### src/hdl/srx_regs.svh
`ifndef SRX_REGS_SVH
`define SRX_REGS_SVH
// register word addresses
`define SRX_A_STBY   8'h00
`define SRX_A_START  8'h04
`define SRX_A_STOP   8'h08
`define SRX_A_STAT   8'h0c
`define SRX_A_DATA   8'h10
`define SRX_A_ERR    8'h14
`define SRX_A_ISTAT  8'h18
`define SRX_A_ICLR   8'h1c
`define SRX_A_IEN    8'h20
// field positions
`define SRX_STBY_WAKE  0
`define SRX_STBY_ESTOP 1
`define SRX_TRIG_CH0   0
`define SRX_ERR_FRM    0
`define SRX_ERR_PAR    1
`define SRX_ERR_OVR    2
`define SRX_IRQ_DONE   0
`define SRX_IRQ_ERR    1
`define SRX_DIV_LSB    9
`define SRX_DIV_MSB    15
// reset values
`define SRX_RST_STBY   2'h0
`define SRX_RST_DIV    7'h00
`endif

### src/hdl/srx_pkg.sv
package srx_pkg;
  typedef logic [7:0]  srx_addr_t;
  typedef logic [15:0] srx_word_t;
  // receive sequencer
  typedef enum logic [0:0] {
    SRX_WAIT = 1'b0,
    SRX_RECV = 1'b1
  } srx_state_t;
endpackage : srx_pkg

### src/hdl/srx_channel.sv
// Chosen here: the strobed register port and the register offsets.
`timescale 1ns/1ns
`include "srx_regs.svh"
module srx_channel #(
  parameter int BITS = 8
) (
  input  wire logic              i_clock,
  input  wire logic              i_rst_b,
  input  wire srx_pkg::srx_addr_t i_addr,
  input  wire srx_pkg::srx_word_t i_wdata,
  input  wire logic              i_wr,
  input  wire logic              i_rd,
  output srx_pkg::srx_word_t      o_rdata,
  input  wire logic              i_sck,
  input  wire logic              i_si,
  input  wire logic              i_stop_mode,
  input  wire logic              i_false_start,
  input  wire logic              i_parity_err,
  input  wire logic              i_framing_err,
  output logic                   o_clock_request,
  output logic                   o_baud_adjust_en,
  output logic                   o_active,
  output logic                   o_irq
);
  import srx_pkg::*;

  // standby reset word and the widths of the flag groups
  localparam logic [1:0] RST_STBY = `SRX_RST_STBY;
  localparam int         ERR_W    = 3;
  localparam int         IRQ_W    = 2;

  // refuse lengths the data register or shifter cannot hold
  if (BITS < 2 || BITS > 9) begin : g_bits_check
    $error("BITS must be 2 to 9");
  end

  // reset release through two flops
  logic rst_s1_q;
  logic rst_b_q;
  always_ff @(posedge i_clock or negedge i_rst_b) begin
    if (!i_rst_b) begin
      rst_s1_q <= 1'b0;
      rst_b_q  <= 1'b0;
    end else begin
      rst_s1_q <= 1'b1;
      rst_b_q  <= rst_s1_q;
    end
  end

  // pin synchronisers, two flops each
  // clock flops reset to the idle high level so no false edge follows
  logic sck_s1_q;
  logic sck_s2_q;
  logic sck_old_q;
  logic si_s1_q;
  logic si_s2_q;
  always_ff @(posedge i_clock or negedge rst_b_q) begin
    if (!rst_b_q) begin
      sck_s1_q  <= 1'b1;
      sck_s2_q  <= 1'b1;
      sck_old_q <= 1'b1;
      si_s1_q   <= 1'b0;
      si_s2_q   <= 1'b0;
    end else begin
      sck_s1_q  <= i_sck;
      sck_s2_q  <= sck_s1_q;
      sck_old_q <= sck_s2_q;
      si_s1_q   <= i_si;
      si_s2_q   <= si_s1_q;
    end
  end

  // type 1 phase: data is taken on the rising clock edge
  logic sck_rise;
  assign sck_rise = sck_s2_q & ~sck_old_q;

  // address decode used by both strobes
  function automatic logic hit(input srx_addr_t a, input srx_addr_t r);
    hit = (a == r);
  endfunction : hit

  logic wr_stby;
  logic wr_start;
  logic wr_stop;
  logic wr_data;
  logic wr_err;
  logic wr_iclr;
  logic wr_ien;
  logic rd_data;
  assign wr_stby  = i_wr & hit(i_addr, `SRX_A_STBY);
  assign wr_start = i_wr & hit(i_addr, `SRX_A_START);
  assign wr_stop  = i_wr & hit(i_addr, `SRX_A_STOP);
  assign wr_data  = i_wr & hit(i_addr, `SRX_A_DATA);
  assign wr_err   = i_wr & hit(i_addr, `SRX_A_ERR);
  assign wr_iclr  = i_wr & hit(i_addr, `SRX_A_ICLR);
  assign wr_ien   = i_wr & hit(i_addr, `SRX_A_IEN);
  assign rd_data  = i_rd & hit(i_addr, `SRX_A_DATA);

  // one-shot triggers: only a written one acts
  logic start_pulse;
  logic stop_pulse;
  assign start_pulse = wr_start & i_wdata[`SRX_TRIG_CH0];
  assign stop_pulse  = wr_stop & i_wdata[`SRX_TRIG_CH0];

  // standby control: wake enable and error-stop select
  logic wake_en_q;
  logic err_stop_q;
  always_ff @(posedge i_clock or negedge rst_b_q) begin
    if (!rst_b_q) begin
      wake_en_q  <= RST_STBY[`SRX_STBY_WAKE];
      err_stop_q <= RST_STBY[`SRX_STBY_ESTOP];
    end else if (wr_stby) begin
      wake_en_q  <= i_wdata[`SRX_STBY_WAKE];
      err_stop_q <= i_wdata[`SRX_STBY_ESTOP];
    end
  end

  // wake bit going from one to zero
  logic wake_clear;
  assign wake_clear = wr_stby & wake_en_q & ~i_wdata[`SRX_STBY_WAKE];

  // channel active status, set by start and cleared by stop
  logic active_q;
  always_ff @(posedge i_clock or negedge rst_b_q) begin
    if (!rst_b_q) begin
      active_q <= 1'b0;
    end else if (start_pulse) begin
      active_q <= 1'b1;
    end else if (stop_pulse) begin
      active_q <= 1'b0;
    end
  end

  // reception may start while active, unless in stop mode without wake
  logic rx_allowed;
  assign rx_allowed = active_q & (~i_stop_mode | wake_en_q);

  // receive sequencer and shift register
  srx_state_t       state_q;
  logic [BITS-1:0]  shift_q;
  logic [3:0]       count_q;
  logic             done_pulse;
  logic [3:0]       last_cnt;
  assign last_cnt   = 4'(BITS - 1);
  assign done_pulse = rx_allowed & sck_rise &
                      (count_q == last_cnt);

  // stopping leaves shift data and bit count where they are
  always_ff @(posedge i_clock or negedge rst_b_q) begin
    if (!rst_b_q) begin
      state_q <= SRX_WAIT;
    end else begin
      unique case (state_q)
        SRX_WAIT: begin
          // a character cut by a stop resumes at its saved count
          if (rx_allowed & sck_rise & (count_q != last_cnt)) begin
            state_q <= SRX_RECV;
          end
        end
        SRX_RECV: begin
          if (done_pulse | stop_pulse) begin
            state_q <= SRX_WAIT;
          end
        end
      endcase
    end
  end

  // msb first shift, one bit per rising clock while running
  // shift and count hold while inactive or blocked in stop mode
  always_ff @(posedge i_clock or negedge rst_b_q) begin
    if (!rst_b_q) begin
      shift_q <= '0;
      count_q <= 4'h0;
    end else if (rx_allowed & sck_rise) begin
      shift_q <= {shift_q[BITS-2:0], si_s2_q};
      if (count_q == last_cnt) begin
        count_q <= 4'h0;
      end else begin
        count_q <= count_q + 4'h1;
      end
    end
  end

  // completed character
  logic [BITS-1:0] char;
  assign char = {shift_q[BITS-2:0], si_s2_q};

  // data register: received char low, divider field high
  logic [BITS-1:0] rx_data_q;
  logic [6:0]      div_q;
  logic            rx_full_q;
  always_ff @(posedge i_clock or negedge rst_b_q) begin
    if (!rst_b_q) begin
      rx_data_q <= '0;
    end else if (done_pulse) begin
      rx_data_q <= char;
    end
  end

  // divider bits are stored; slave reception ignores them
  always_ff @(posedge i_clock or negedge rst_b_q) begin
    if (!rst_b_q) begin
      div_q <= `SRX_RST_DIV;
    end else if (wr_data) begin
      div_q <= i_wdata[`SRX_DIV_MSB:`SRX_DIV_LSB];
    end
  end

  // buffer full flag; a new char wins over a read
  always_ff @(posedge i_clock or negedge rst_b_q) begin
    if (!rst_b_q) begin
      rx_full_q <= 1'b0;
    end else if (done_pulse) begin
      rx_full_q <= 1'b1;
    end else if (rd_data) begin
      rx_full_q <= 1'b0;
    end
  end

  // error events from this channel and its async sibling
  logic [2:0] err_evt;
  assign err_evt[`SRX_ERR_FRM] = i_framing_err;
  assign err_evt[`SRX_ERR_PAR] = i_parity_err;
  assign err_evt[`SRX_ERR_OVR] = done_pulse & rx_full_q;

  // error flags survive a stop; write one clears, set wins
  logic [2:0] err_q;
  always_ff @(posedge i_clock or negedge rst_b_q) begin
    if (!rst_b_q) begin
      err_q <= 3'h0;
    end else if (wr_err) begin
      err_q <= (err_q & ~i_wdata[ERR_W-1:0]) | err_evt;
    end else begin
      err_q <= err_q | err_evt;
    end
  end

  // clock request to the clock generator while woken
  // drop beats set so a late clock edge cannot revive a request
  logic req_set;
  logic req_drop;
  assign req_set  = i_stop_mode & rx_allowed & sck_rise;
  assign req_drop = wake_clear | i_false_start |
                    (err_stop_q & (i_parity_err | i_framing_err)) |
                    ~i_stop_mode;
  always_ff @(posedge i_clock or negedge rst_b_q) begin
    if (!rst_b_q) begin
      o_clock_request <= 1'b0;
    end else if (req_drop) begin
      o_clock_request <= 1'b0;
    end else if (req_set) begin
      o_clock_request <= 1'b1;
    end
  end

  // baud adjustment follows the wake bit
  always_ff @(posedge i_clock or negedge rst_b_q) begin
    if (!rst_b_q) begin
      o_baud_adjust_en <= 1'b0;
    end else begin
      o_baud_adjust_en <= wake_en_q;
    end
  end

  // active status pin mirrors the status bit
  always_ff @(posedge i_clock or negedge rst_b_q) begin
    if (!rst_b_q) begin
      o_active <= 1'b0;
    end else begin
      o_active <= active_q;
    end
  end

  // interrupt events: transfer end and gated channel error
  logic [1:0] irq_evt;
  assign irq_evt[`SRX_IRQ_DONE] = done_pulse;
  assign irq_evt[`SRX_IRQ_ERR]  = (|err_evt) & ~err_stop_q;

  // sticky interrupt status; an event beats a clear
  logic [1:0] istat_q;
  logic [1:0] ien_q;
  genvar gi;
  for (gi = 0; gi < IRQ_W; gi++) begin : g_irq
    always_ff @(posedge i_clock or negedge rst_b_q) begin
      if (!rst_b_q) begin
        istat_q[gi] <= 1'b0;
      end else if (irq_evt[gi]) begin
        istat_q[gi] <= 1'b1;
      end else if (wr_iclr & i_wdata[gi]) begin
        istat_q[gi] <= 1'b0;
      end
    end
  end

  // interrupt enable register
  always_ff @(posedge i_clock or negedge rst_b_q) begin
    if (!rst_b_q) begin
      ien_q <= 2'h0;
    end else if (wr_ien) begin
      ien_q <= i_wdata[IRQ_W-1:0];
    end
  end

  // level interrupt from enabled status bits
  always_ff @(posedge i_clock or negedge rst_b_q) begin
    if (!rst_b_q) begin
      o_irq <= 1'b0;
    end else begin
      o_irq <= |(istat_q & ien_q);
    end
  end

  // read mux; triggers and clear register read zero
  srx_word_t rd_mux;
  always_comb begin
    rd_mux = 16'h0000;
    unique case (i_addr)
      `SRX_A_STBY:  rd_mux = {14'h0000, err_stop_q, wake_en_q};
      `SRX_A_START: rd_mux = 16'h0000;
      `SRX_A_STOP:  rd_mux = 16'h0000;
      `SRX_A_STAT:  rd_mux = {12'h000, o_clock_request, rx_full_q,
                              state_q == SRX_RECV, active_q};
      `SRX_A_DATA:  rd_mux = {div_q, 9'(rx_data_q)};
      `SRX_A_ERR:   rd_mux = {13'h0000, err_q};
      `SRX_A_ISTAT: rd_mux = {14'h0000, istat_q};
      `SRX_A_IEN:   rd_mux = {14'h0000, ien_q};
      default:      rd_mux = 16'h0000;
    endcase
  end

  // read data stand in the cycle after the strobe only
  // an idle bus reads zero so a stale word never lingers
  always_ff @(posedge i_clock or negedge rst_b_q) begin
    if (!rst_b_q) begin
      o_rdata <= 16'h0000;
    end else if (i_rd) begin
      o_rdata <= rd_mux;
    end else begin
      o_rdata <= 16'h0000;
    end
  end

endmodule : srx_channel

### config.mk
export PLATFORM = sky130hd
export DESIGN_NAME = srx_channel
export DESIGN_NICKNAME = d
export VERILOG_FILES = /design/src/hdl/srx_pkg.sv /design/src/hdl/srx_channel.sv
export VERILOG_INCLUDE_DIRS = /design/src /design/src/hdl
export SDC_FILE = /design/constraint.sdc
export NUM_CORES = 1
export LEC_CHECK = 0
export BUFFER_PORTS_ARGS = -buffer_cell sky130_fd_sc_hd__clkbuf_2
export CAP_MARGIN = 20
export CORE_MARGIN = 2
export CORE_UTILIZATION = 58
export CTS_BUF_LIST = sky130_fd_sc_hd__clkbuf_16
export DETAILED_ROUTE_END_ITERATION = 8
export PLACE_DENSITY = 0.95
export SETUP_SLACK_MARGIN = 0.05
export SYNTH_ARGS = -nofsm -noshare
export SYNTH_HDL_FRONTEND = slang
export SYNTH_SLANG_ARGS = --single-unit
### constraint.sdc
create_clock -name i_clock -period 3.6 [get_ports i_clock]
set_clock_uncertainty 0.05 [all_clocks]
set_input_delay 0 -clock i_clock [delete_from_list [all_inputs] [get_ports i_clock]]
set_output_delay 0 -clock i_clock [all_outputs]
set_load 0.02 [all_outputs]
==> impl_metrics.tcl, run 1 <==
set metrics [dict create \
    p_leak_nw 1.66 \
    cts-root-buf "clkbuf_16" \
    grt_pass1_vias 2062 \
    worstPathMaxFanout 13 \
    cp_cell_sequence "dlygate4sd3_1 -> clkbuf_2 -> nor4b_1 -> and3b_1 -> o2bb2ai_1 -> dlygate4sd3_1" \
    hold_viol_final 0 \
    min_to "o_clock_request" \
    status "finished, final reports clean" \
    rsz0062_at_grt "false" \
    num_antenna_cells 0 \
    ioPinCount 54 \
    sequentialPowerShare_pct 46.2 \
    antenna_found_initial 0 \
    ir_worst_vdd_mv 0.420 \
    power_mw 1.65 \
    p_comb_share_pct 5.7 \
    core-area_sq_um 4350 \
    ys_warn_count 0 \
    synthArstFlopShare_pct 100 \
    synth_edf_count 0 \
    cpPeakStageDelay_ns 0.60 \
    pre_cts_ws_ns 1.75 \
    clkPwrFrac_pct 48.1 \
    hp-start "i_stop_mode" \
    dr.pass1.iters 5 \
    syn-cell-area_sq_um 2610 \
    critPathCaptureType "flop" \
    worst_slew_pin_slew_ns 0.964 \
    holdBufCountCts 20 \
    clk_pin_slew_ns 0.06 \
    cts_tree "built" \
    vias 2026 \
    dp.final_hpwl_mm 3.43 \
    route.final.wire_length_mm 6.78 \
    synth.area.top_cells "dfrtp_1 (58%), mux2_2 (13%), dfstp_2 (3.0%)" \
    clock_latency_ns 0.33 \
    fin_nets 294 \
    cp-start-kind "input port" \
    die_height_microns 71.1 \
    overflow 0 \
    holdPathStages 3 \
    layout_setup_ws_ns 1.24 \
    finalSetupViolCount 0 \
    viasPerCell 6.41 \
    maxSlewViolCount 0 \
    reg2reg_from "count_q[0]" \
    hp-class "in2reg" \
    antenna_left 0 \
    drc 0 \
    grt_max_degree 44 \
    cap_violations 0 \
    p_per_area_nw_per_um2 492 \
    cts_buffer_depth 2 \
    gp_congestion 0.826 \
    post_cts_resized 0 \
    drt_iter0_markers 252 \
    crit_top_cell "dlygate4sd3_1" \
    synth.avg_cell_area_sq_um 14.0 \
    synth_top_area_share_pct 58.4 \
    start_util_pct 60.0 \
    drive_above_1_share_pct 43.2 \
    port-buffer-count 46 \
    max_slew_margin_pct 35.6 \
    cp.required_ns 3.81 \
    rr_worst_depth 4 \
    p_int_mw 1.25 \
    htree_levels 3 \
    synth_cell_types 45 \
    area_growth_pct 28.4 \
    synth.largest_area_cell "dfrtp_1" \
    clock-sinks 64 \
    die_area_sq_um 5060 \
    synth_seq_cells 64 \
    cts_made_buffers 9 \
    tns_ns 0 \
    swShare_pct 24.3 \
    grt_pass1_wl_mm 10.8 \
    grtUsageTotal_pct 29.8 \
    crit_arrival_ns 2.58 \
    period_share_pct 65.6 \
    fmax_mhz 423 \
    synth_nets 222 \
    reg2reg_to "rx_data_q[1]" \
    cts_setup_buffers 0 \
    worstSetupPathType "in2reg" \
    die_x_microns 71.1 \
    num_rows 24 \
    wire_per_inst_microns 21.4 \
    syn_inst 187 \
    period_needed_ns 2.36 \
    power.net_switching_mw 0.402 \
    rrSetupSlack_ns 1.71 \
    cp_slowest_cell "nor4b_1" \
    synthFlopType "dfrtp_1" \
    seq_area_frac_synth_pct 61.4 \
]
## worst max-delay path, delay by kind of cell
kind / cells / cell delay (ns)
AO/OA/AOI/OAI: 1 / 0.16
buffers and inverters: 3 / 1.28
AND/OR/NAND/NOR: 2 / 1.13
## power by group through the flow
stage | logic (mW) | registers (mW) | clock network, mW
3_5_place_dp | 0.0719 | 0.775 | 0
2_1_floorplan | 0.0346 | 0.772 | 0
4_1_cts | 0.0914 | 0.763 | 0.792
3_3_place_gp | 0.0683 | 0.772 | 0
5_1_grt | 0.100 | 0.767 | 0.833
6_report | 0.0937 | 0.763 | 0.794
## stage by stage
step / util [%] / cells / hold WS (ns) / cell area [sq um]
3_5_place_dp: 66.1 / 280 / -0.264 / 2880
2_1_floorplan: - / 187 / -0.346 / 2610
3_3_place_gp: 66.1 / 280 / -0.265 / 2880
6_report: 77.0 / 316 / 0.0561 / 3350
5_1_grt: 77.0 / 316 / 0.0464 / 3350
4_1_cts: 77.0 / 316 / 0.0193 / 3350
## flip-flops by register name (all words and copies together) (netlist names), 2 cells and up
signal     flops
shift_q        7
ien_q          2
err_q          3
count_q        4
o_rdata       15
div_q          7
rx_data_q      8
istat_q        2
## Yosys cell counts, types with 2 or more instances
library cell and number:
dfrtp_1 61, o221ai_1 2, nand4_1 4, and2_2 10
buf_2 2, dfstp_2 3, nor2b_1 4, a32oi_1 2
and3b_1 4, conb_1 2, nor3_1 3, and3_1 4
a22o_1 3, mux2i_1 3, nand2b_1 2, a21o_1 3
mux2_2 31, nand2_1 2, nand3_1 11, nor2_1 6
## cell type report
class / count / area (sq um)
clock buffers: 9 / 225
clock inverters: 7 / 47.5
fillers: 232 / 1000
inverters: 1 / 3.75
multi-input cells: 116 / 967
flip-flops and latches: 64 / 1610
well taps: 52 / 65.1
repair buffers: 67 / 438
## kinds of logic after synthesis
logic type / share of synthesized area [%]
flip-flops: 61.4
AND/OR/NAND/NOR: 16.1
multiplexers: 14.5
AO/OA/AOI/OAI: 5.27
buffers and inverters: 1.53
other: 0.287
adder cells (fa/ha/maj): 0.479
XOR/XNOR: 0.335
## worst max-delay path by stage
stage	from	to	slack (ns)	depth (start not counted)
final	i_rd	o_rdata[3]	1.24	6
after global routing	i_rd	o_rdata[3]	1.10	6
after CTS	i_rd	o_rdata[3]	1.40	6
after detailed placement	count_q[0]	rx_data_q[6]	1.75	4
after global placement	count_q[0]	rx_data_q[4]	1.80	4
after floorplan	rst_b_q	active_q	1.64	0
## layer usage
layer / up-vias / track usage [%] / wire [microns]
met4: 0 / 21.8 / 455
met2: 154 / 47.0 / 3290
met1: 988 / 34.7 / 2420
li1: 832 / - / -
met3: 52 / 8.55 / 615
met5: - / 0 / 0
## placed cells by master, fill, tap and decap left out, types with 4 or more instances in the layout
cell and count:
nand3_1 11, and2_2 10, dlygate4sd3_1 20, clkbuf_2 46, nand4_1 4, dfrtp_1 60, nor2b_1 4, and3b_1 4
clkbuf_16 9, nor2_1 6, mux2_2 31, and3_1 4
Power figures use the tool's default switching activity.
==> inputs of run 2 (changes only) <==
--- a/config.mk
+++ b/config.mk
@@ -6,13 +6,14 @@
 export SDC_FILE = /design/constraint.sdc
 export NUM_CORES = 1
 export LEC_CHECK = 0
+export ABC_AREA = 1
 export BUFFER_PORTS_ARGS = -buffer_cell sky130_fd_sc_hd__clkbuf_2
 export CAP_MARGIN = 20
 export CORE_MARGIN = 2
-export CORE_UTILIZATION = 58
+export CORE_UTILIZATION = 49
 export CTS_BUF_LIST = sky130_fd_sc_hd__clkbuf_16
 export DETAILED_ROUTE_END_ITERATION = 8
-export PLACE_DENSITY = 0.95
+export PLACE_DENSITY = 0.87
 export SETUP_SLACK_MARGIN = 0.05
 export SYNTH_ARGS = -nofsm -noshare
 export SYNTH_HDL_FRONTEND = slang
==> constraint.sdc (replaced) <==
create_clock -name i_clock -period 1.95 [get_ports i_clock]
set_clock_uncertainty 0.05 [all_clocks]
set_input_delay 0 -clock i_clock [delete_from_list [all_inputs] [get_ports i_clock]]
set_output_delay 0 -clock i_clock [all_outputs]
set_load 0.02 [all_outputs]
==> impl_metrics.tcl, run 2 <==
set metrics [dict create \
    syn-cell-area_sq_um 2700 \
    cp-start-kind "flop" \
    clock_latency_ns 0.32 \
    grt_pass1_wl_mm 9.09 \
    synth_seq_cells 64 \
    worstSetupPathType "reg2reg" \
    critical-path-top-delay-family "simple AND/OR/NAND/NOR gates" \
    synth.avg_cell_area_sq_um 9.31 \
    hp-start "i_wr" \
    cp_cell_sequence "inv_1 -> nor2_1 -> nand3_4 -> nor2_2 -> inv_1 -> nand3_1 -> o21ai_0" \
    layout_setup_ws_ns 0.363 \
    start_util_pct 50.0 \
    cts-root-buf "clkbuf_16" \
    p_per_area_nw_per_um2 878 \
    p_leak_nw 1.80 \
    hp-class "in2reg" \
    clock-sinks 64 \
    die_height_microns 78.3 \
    antenna_found_initial 0 \
    grt_pass1_vias 2138 \
    route.final.wire_length_mm 5.15 \
    ioPinCount 54 \
    cpPeakStageDelay_ns 0.53 \
    cp.required_ns 2.09 \
    overflow 0 \
    synth.largest_area_cell "dfrtp_1" \
    drt_iter0_markers 118 \
    synth_edf_count 0 \
    dpl.cell_count 404 \
    syn_inst 290 \
    dp.final_hpwl_mm 3.52 \
    grt_max_degree 42 \
    cts_buffer_depth 2 \
    port-buffer-count 46 \
    final_common_cell "nand2_1" \
    num_antenna_cells 0 \
    ys_warn_count 0 \
    crit_top_cell "inv_1" \
    critPathCaptureType "flop" \
    cap_violations 0 \
    grtUsageTotal_pct 18.9 \
    fmax_mhz 630 \
    period_needed_ns 1.59 \
    seq_area_frac_synth_pct 59.4 \
    drc 0 \
    gp_congestion 0.888 \
    period_share_pct 81.4 \
    worst-path-buf-inv 2 \
    crit_start "sck_s2_q" \
    area_growth_pct 29.3 \
    fin_nets 398 \
    reg2reg_from "sck_s2_q" \
    cts_tree "built" \
    crit_arrival_ns 1.73 \
    maxSlewViolCount 0 \
    cp_slowest_cell "dfstp_2" \
    core-area_sq_um 5410 \
    viasPerCell 4.85 \
    die_area_sq_um 6120 \
    cts_made_buffers 9 \
    die_x_microns 78.3 \
    synthArstFlopShare_pct 100 \
    whs_ns 0.0496 \
    wire_per_inst_microns 11.7 \
    rsz0062_at_grt "false" \
    placed_area_sq_um 3010 \
    worstPathMaxFanout 12 \
    synth_cell_types 29 \
    synth_nets 325 \
    synthFlopType "dfrtp_1" \
    utilization_pct 64.6 \
    dr.pass1.iters 4 \
    clk_pin_slew_ns 0.05 \
    tns_ns 0 \
    antenna_left 0 \
    num_rows 27 \
    ir_worst_vdd_mv 0.499 \
    htree_levels 3 \
    final.fill_count 428 \
    status "finished, final reports clean" \
    cts_setup_buffers 0 \
    synth_most_common_cell "nand2_1" \
    synth.area.top_cells "dfrtp_1 (57%), nand2_1 (8.9%), inv_1 (5.6%)" \
    hold_viol_final 0 \
    stdcell_area_sq_um 3490 \
    stdcell_count 440 \
    synth_top_area_share_pct 56.5 \
    max_flop_register "o_rdata" \
    mostFrequentLayoutCells "nand2_1 (64), dfrtp_1 (60), clkbuf_2 (46)" \
    drive_above_1_share_pct 25.3 \
    largest_register_ffs 15 \
    top_regs "o_rdata (15), rx_data_q (8)" \
    pre_cts_ws_ns 0.375 \
    synth_commonest_cells "nand2_1 (64), dfrtp_1 (61), inv_1 (40), nor2_1 (32), o21ai_0 (18)" \
    vias 2134 \
    power_mw 3.07 \
    finalSetupViolCount 0 \
]
run 2: layer usage:
layer	track usage (%)	share of wire [%]	vias to the layer above
li1	-	-	1045
met2	31.5	49	62
met4	9.12	1.4	0
met3	3.91	4.8	7
met1	23.7	44	1020
met5	0	0	-
run 2: worst register-to-register path: cells and delay by family (launching register included):
| family | cells | cell delay [ns] |
|---|---|---|
| AOI/OAI and AO/OA | 1 | 0.09 |
| buffers and inverters | 2 | 0.24 |
| DFF | 1 | 0.53 |
| and+or+nand+nor | 4 | 0.56 |
run 2: final cells by class:
cell class,instances,area [sq um],area share (%)
sequential,64,1610,46.0
multi-input combinational,178,897,25.7
timing repair buffer,69,465,13.3
clock buffer,9,225,6.45
inverter,41,154,4.41
tap,72,90.1,2.58
clock inverter,7,55.1,1.58
run 2: kinds of logic after synthesis:
group	after synthesis	share of synthesized area [%]
other cells	2	0.278
compound gates	35	7.32
simple gates	139	24.8
flops	64	59.4
xor+xnor	1	0.324
buf+inv	48	7.36
fa+ha+maj	1	0.463
run 2: path summary, 6_finish.rpt:
| check | end | slack, ns | depth (start not counted) |
|---|---|---|---|
| min in group asynchronous | rx_data_q[0] | 0.18 | 0 |
| worst max register to register | state_q | 0.36 | 7 |
| worst max-delay path | state_q | 0.36 | 7 |
| worst min-delay path | err_q[2] | 0.05 | 4 |
| worst min register to register | rx_data_q[0] | 0.18 | 0 |
| max in group asynchronous | div_q[2] | 1.10 | 1 |
run 2: repair_timing:
item,4_1_cts,5_1_grt
endpoints found under the hold margin,23,0
hold buffers,20,0
resized for setup,0,0
run 2: power by group:
part           switching, mW  internal (mW)
combinational          0.101         0.0793
sequential            0.0321           1.38
clock                  0.516          0.964
total                  0.648           2.42
==> inputs of run 3 (changes only) <==
--- a/config.mk
+++ b/config.mk
@@ -10,10 +10,10 @@
 export BUFFER_PORTS_ARGS = -buffer_cell sky130_fd_sc_hd__clkbuf_2
 export CAP_MARGIN = 20
 export CORE_MARGIN = 2
-export CORE_UTILIZATION = 49
+export CORE_UTILIZATION = 54
 export CTS_BUF_LIST = sky130_fd_sc_hd__clkbuf_16
 export DETAILED_ROUTE_END_ITERATION = 8
-export PLACE_DENSITY = 0.87
+export PLACE_DENSITY = 0.91
 export SETUP_SLACK_MARGIN = 0.05
 export SYNTH_ARGS = -nofsm -noshare
 export SYNTH_HDL_FRONTEND = slang
==> constraint.sdc (replaced) <==
create_clock -name i_clock -period 1.6 [get_ports i_clock]
set_clock_uncertainty 0.05 [all_clocks]
set_input_delay 0 -clock i_clock [delete_from_list [all_inputs] [get_ports i_clock]]
set_output_delay 0 -clock i_clock [all_outputs]
set_load 0.02 [all_outputs]
==> impl_metrics.tcl, run 3 (synthesis results as in run 2) <==
set metrics [dict create \
    rsz0062_at_grt "true" \
    cap_violations 0 \
    grt_max_degree 44 \
    cp.required_ns 1.82 \
    clock-sinks 64 \
    vias 2228 \
    num_rows 25 \
    port-buffer-count 46 \
    die_height_microns 74.7 \
    largest_register_ffs 15 \
    finalSetupViolCount 0 \
    fin_nets 403 \
    status "finished, final reports clean" \
    dp.final_hpwl_mm 3.72 \
    viasPerCell 5.08 \
    fmax_mhz 674 \
    seq_area_sq_um 1610 \
    cts_buffer_depth 2 \
    die_x_microns 74.7 \
    htree_levels 3 \
    crit_arrival_ns 1.70 \
    clk_pin_slew_ns 0.05 \
    grtUsageTotal_pct 24.3 \
    antenna_left 0 \
    pre_cts_ws_ns 0.000134 \
    hold_viol_final 0 \
    core-area_sq_um 4790 \
    whs_ns 0.0626 \
    top_regs "o_rdata (15), rx_data_q (8)" \
    start_util_pct 56.4 \
    antenna_found_initial 0 \
    critPathCaptureType "flop" \
    cts_made_buffers 9 \
    ir_worst_vdd_mv 0.902 \
    grt_pass1_wl_mm 9.81 \
    maxSlewViolCount 0 \
    wire_per_inst_microns 13.8 \
    area_growth_pct 31.3 \
    overflow 0 \
    cts-root-buf "clkbuf_16" \
    drt_iter0_markers 204 \
    p_per_area_nw_per_um2 1080 \
    num_antenna_cells 0 \
    layout_setup_ws_ns 0.116 \
    worstPathMaxFanout 10 \
    dr.pass1.iters 5 \
    max_flop_register "o_rdata" \
    cp-start-kind "flop" \
    die_area_sq_um 5580 \
    mostFrequentLayoutCells "nand2_1 (64), dfrtp_1 (60), clkbuf_2 (46)" \
    hp-class "in2reg" \
    final.fill_count 322 \
    clock_latency_ns 0.33 \
    worstSetupPathType "reg2reg" \
    drive_above_1_share_pct 28.0 \
    final_common_cell "nand2_1" \
    period_share_pct 92.8 \
    gp_congestion 0.894 \
    p_leak_nw 1.81 \
    tns_ns 0 \
    grt_pass1_vias 2213 \
    cts_tree "built" \
    drc 0 \
    period_needed_ns 1.48 \
    ioPinCount 54 \
    multiInputGateArea_sq_um 905 \
    route.final.wire_length_mm 6.05 \
]
==> run 3: timing repair <==
| action | in CTS | in global routing |
|---|---|---|
| hold buffers | 20 | 0 |
| resized for setup | 2 | 3 |
| setup endpoints to repair | 7 | 2 |
| pin swaps | 1 | 1 |
| setup buffers | 0 | 5 |
| endpoints found under the hold margin | 24 | 0 |
==> run 3: critical path, cell delays in order, from the launching register on <==
cell and delay [ns]:
dfstp_2 0.53, inv_1 0.04, nor2_2 0.12, nand3_4 0.13
nor2_4 0.14, buf_6 0.14, nand2_1 0.07, nand3_1 0.07
nand2_1 0.06, nand2_1 0.07
==> run 3: area by class of cell <==
type | count | share of cell area, %
Tap cell | 67 | 2.36
Clock inverter | 6 | 1.73
Inverter | 41 | 4.45
Multi-Input combinational cell | 178 | 25.5
Clock buffer | 9 | 6.35
Sequential cell | 64 | 45.3
Timing Repair Buffer | 74 | 14.3
==> run 3: metal layers <==
| metal | wire length [microns] | vias up | track usage (%) |
|---|---|---|---|
| met4 | 171 | 0 | 11.1 |
| met5 | 0 | - | 0 |
| met2 | 3010 | 113 | 40.4 |
| li1 | - | 1054 | - |
| met3 | 401 | 23 | 7.50 |
| met1 | 2470 | 1038 | 29.0 |
==> run 3: worst paths after layout <==
path / from / endpoint / slack (ns) / cells past startpoint
worst min register to register: rst_b_q / o_clock_request / 0.16 / 0
worst max register to register: sck_s2_q / istat_q[1] / 0.12 / 9
max in group asynchronous: rst_b_q / div_q[3] / 0.77 / 1
worst max-delay path: sck_s2_q / istat_q[1] / 0.12 / 9
min in group asynchronous: rst_b_q / o_clock_request / 0.16 / 0
worst min-delay path: i_wr / ien_q[0] / 0.06 / 3
==> run 3: per-stage QoR <==
step           instance area (sq um)  total power [mW]  utilization (%)  std cells
3_5_place_dp                    3010              1.93             62.8        399
3_3_place_gp                    3010              1.92             62.8        399
6_report                        3550              3.83             74.1        439
2_1_floorplan                   2700              1.85                -        290
5_1_grt                         3550              3.95             74.1        439
4_1_cts                         3500              3.84             73.0        434
==> run 3: power breakdown <==
part / internal [mW] / switching (mW) / leakage (nW)
logic: 0.0984 / 0.132 / 0.890
clock network: 1.19 / 0.694 / 0.141
registers: 1.68 / 0.0414 / 0.780
total: 2.96 / 0.868 / 1.81
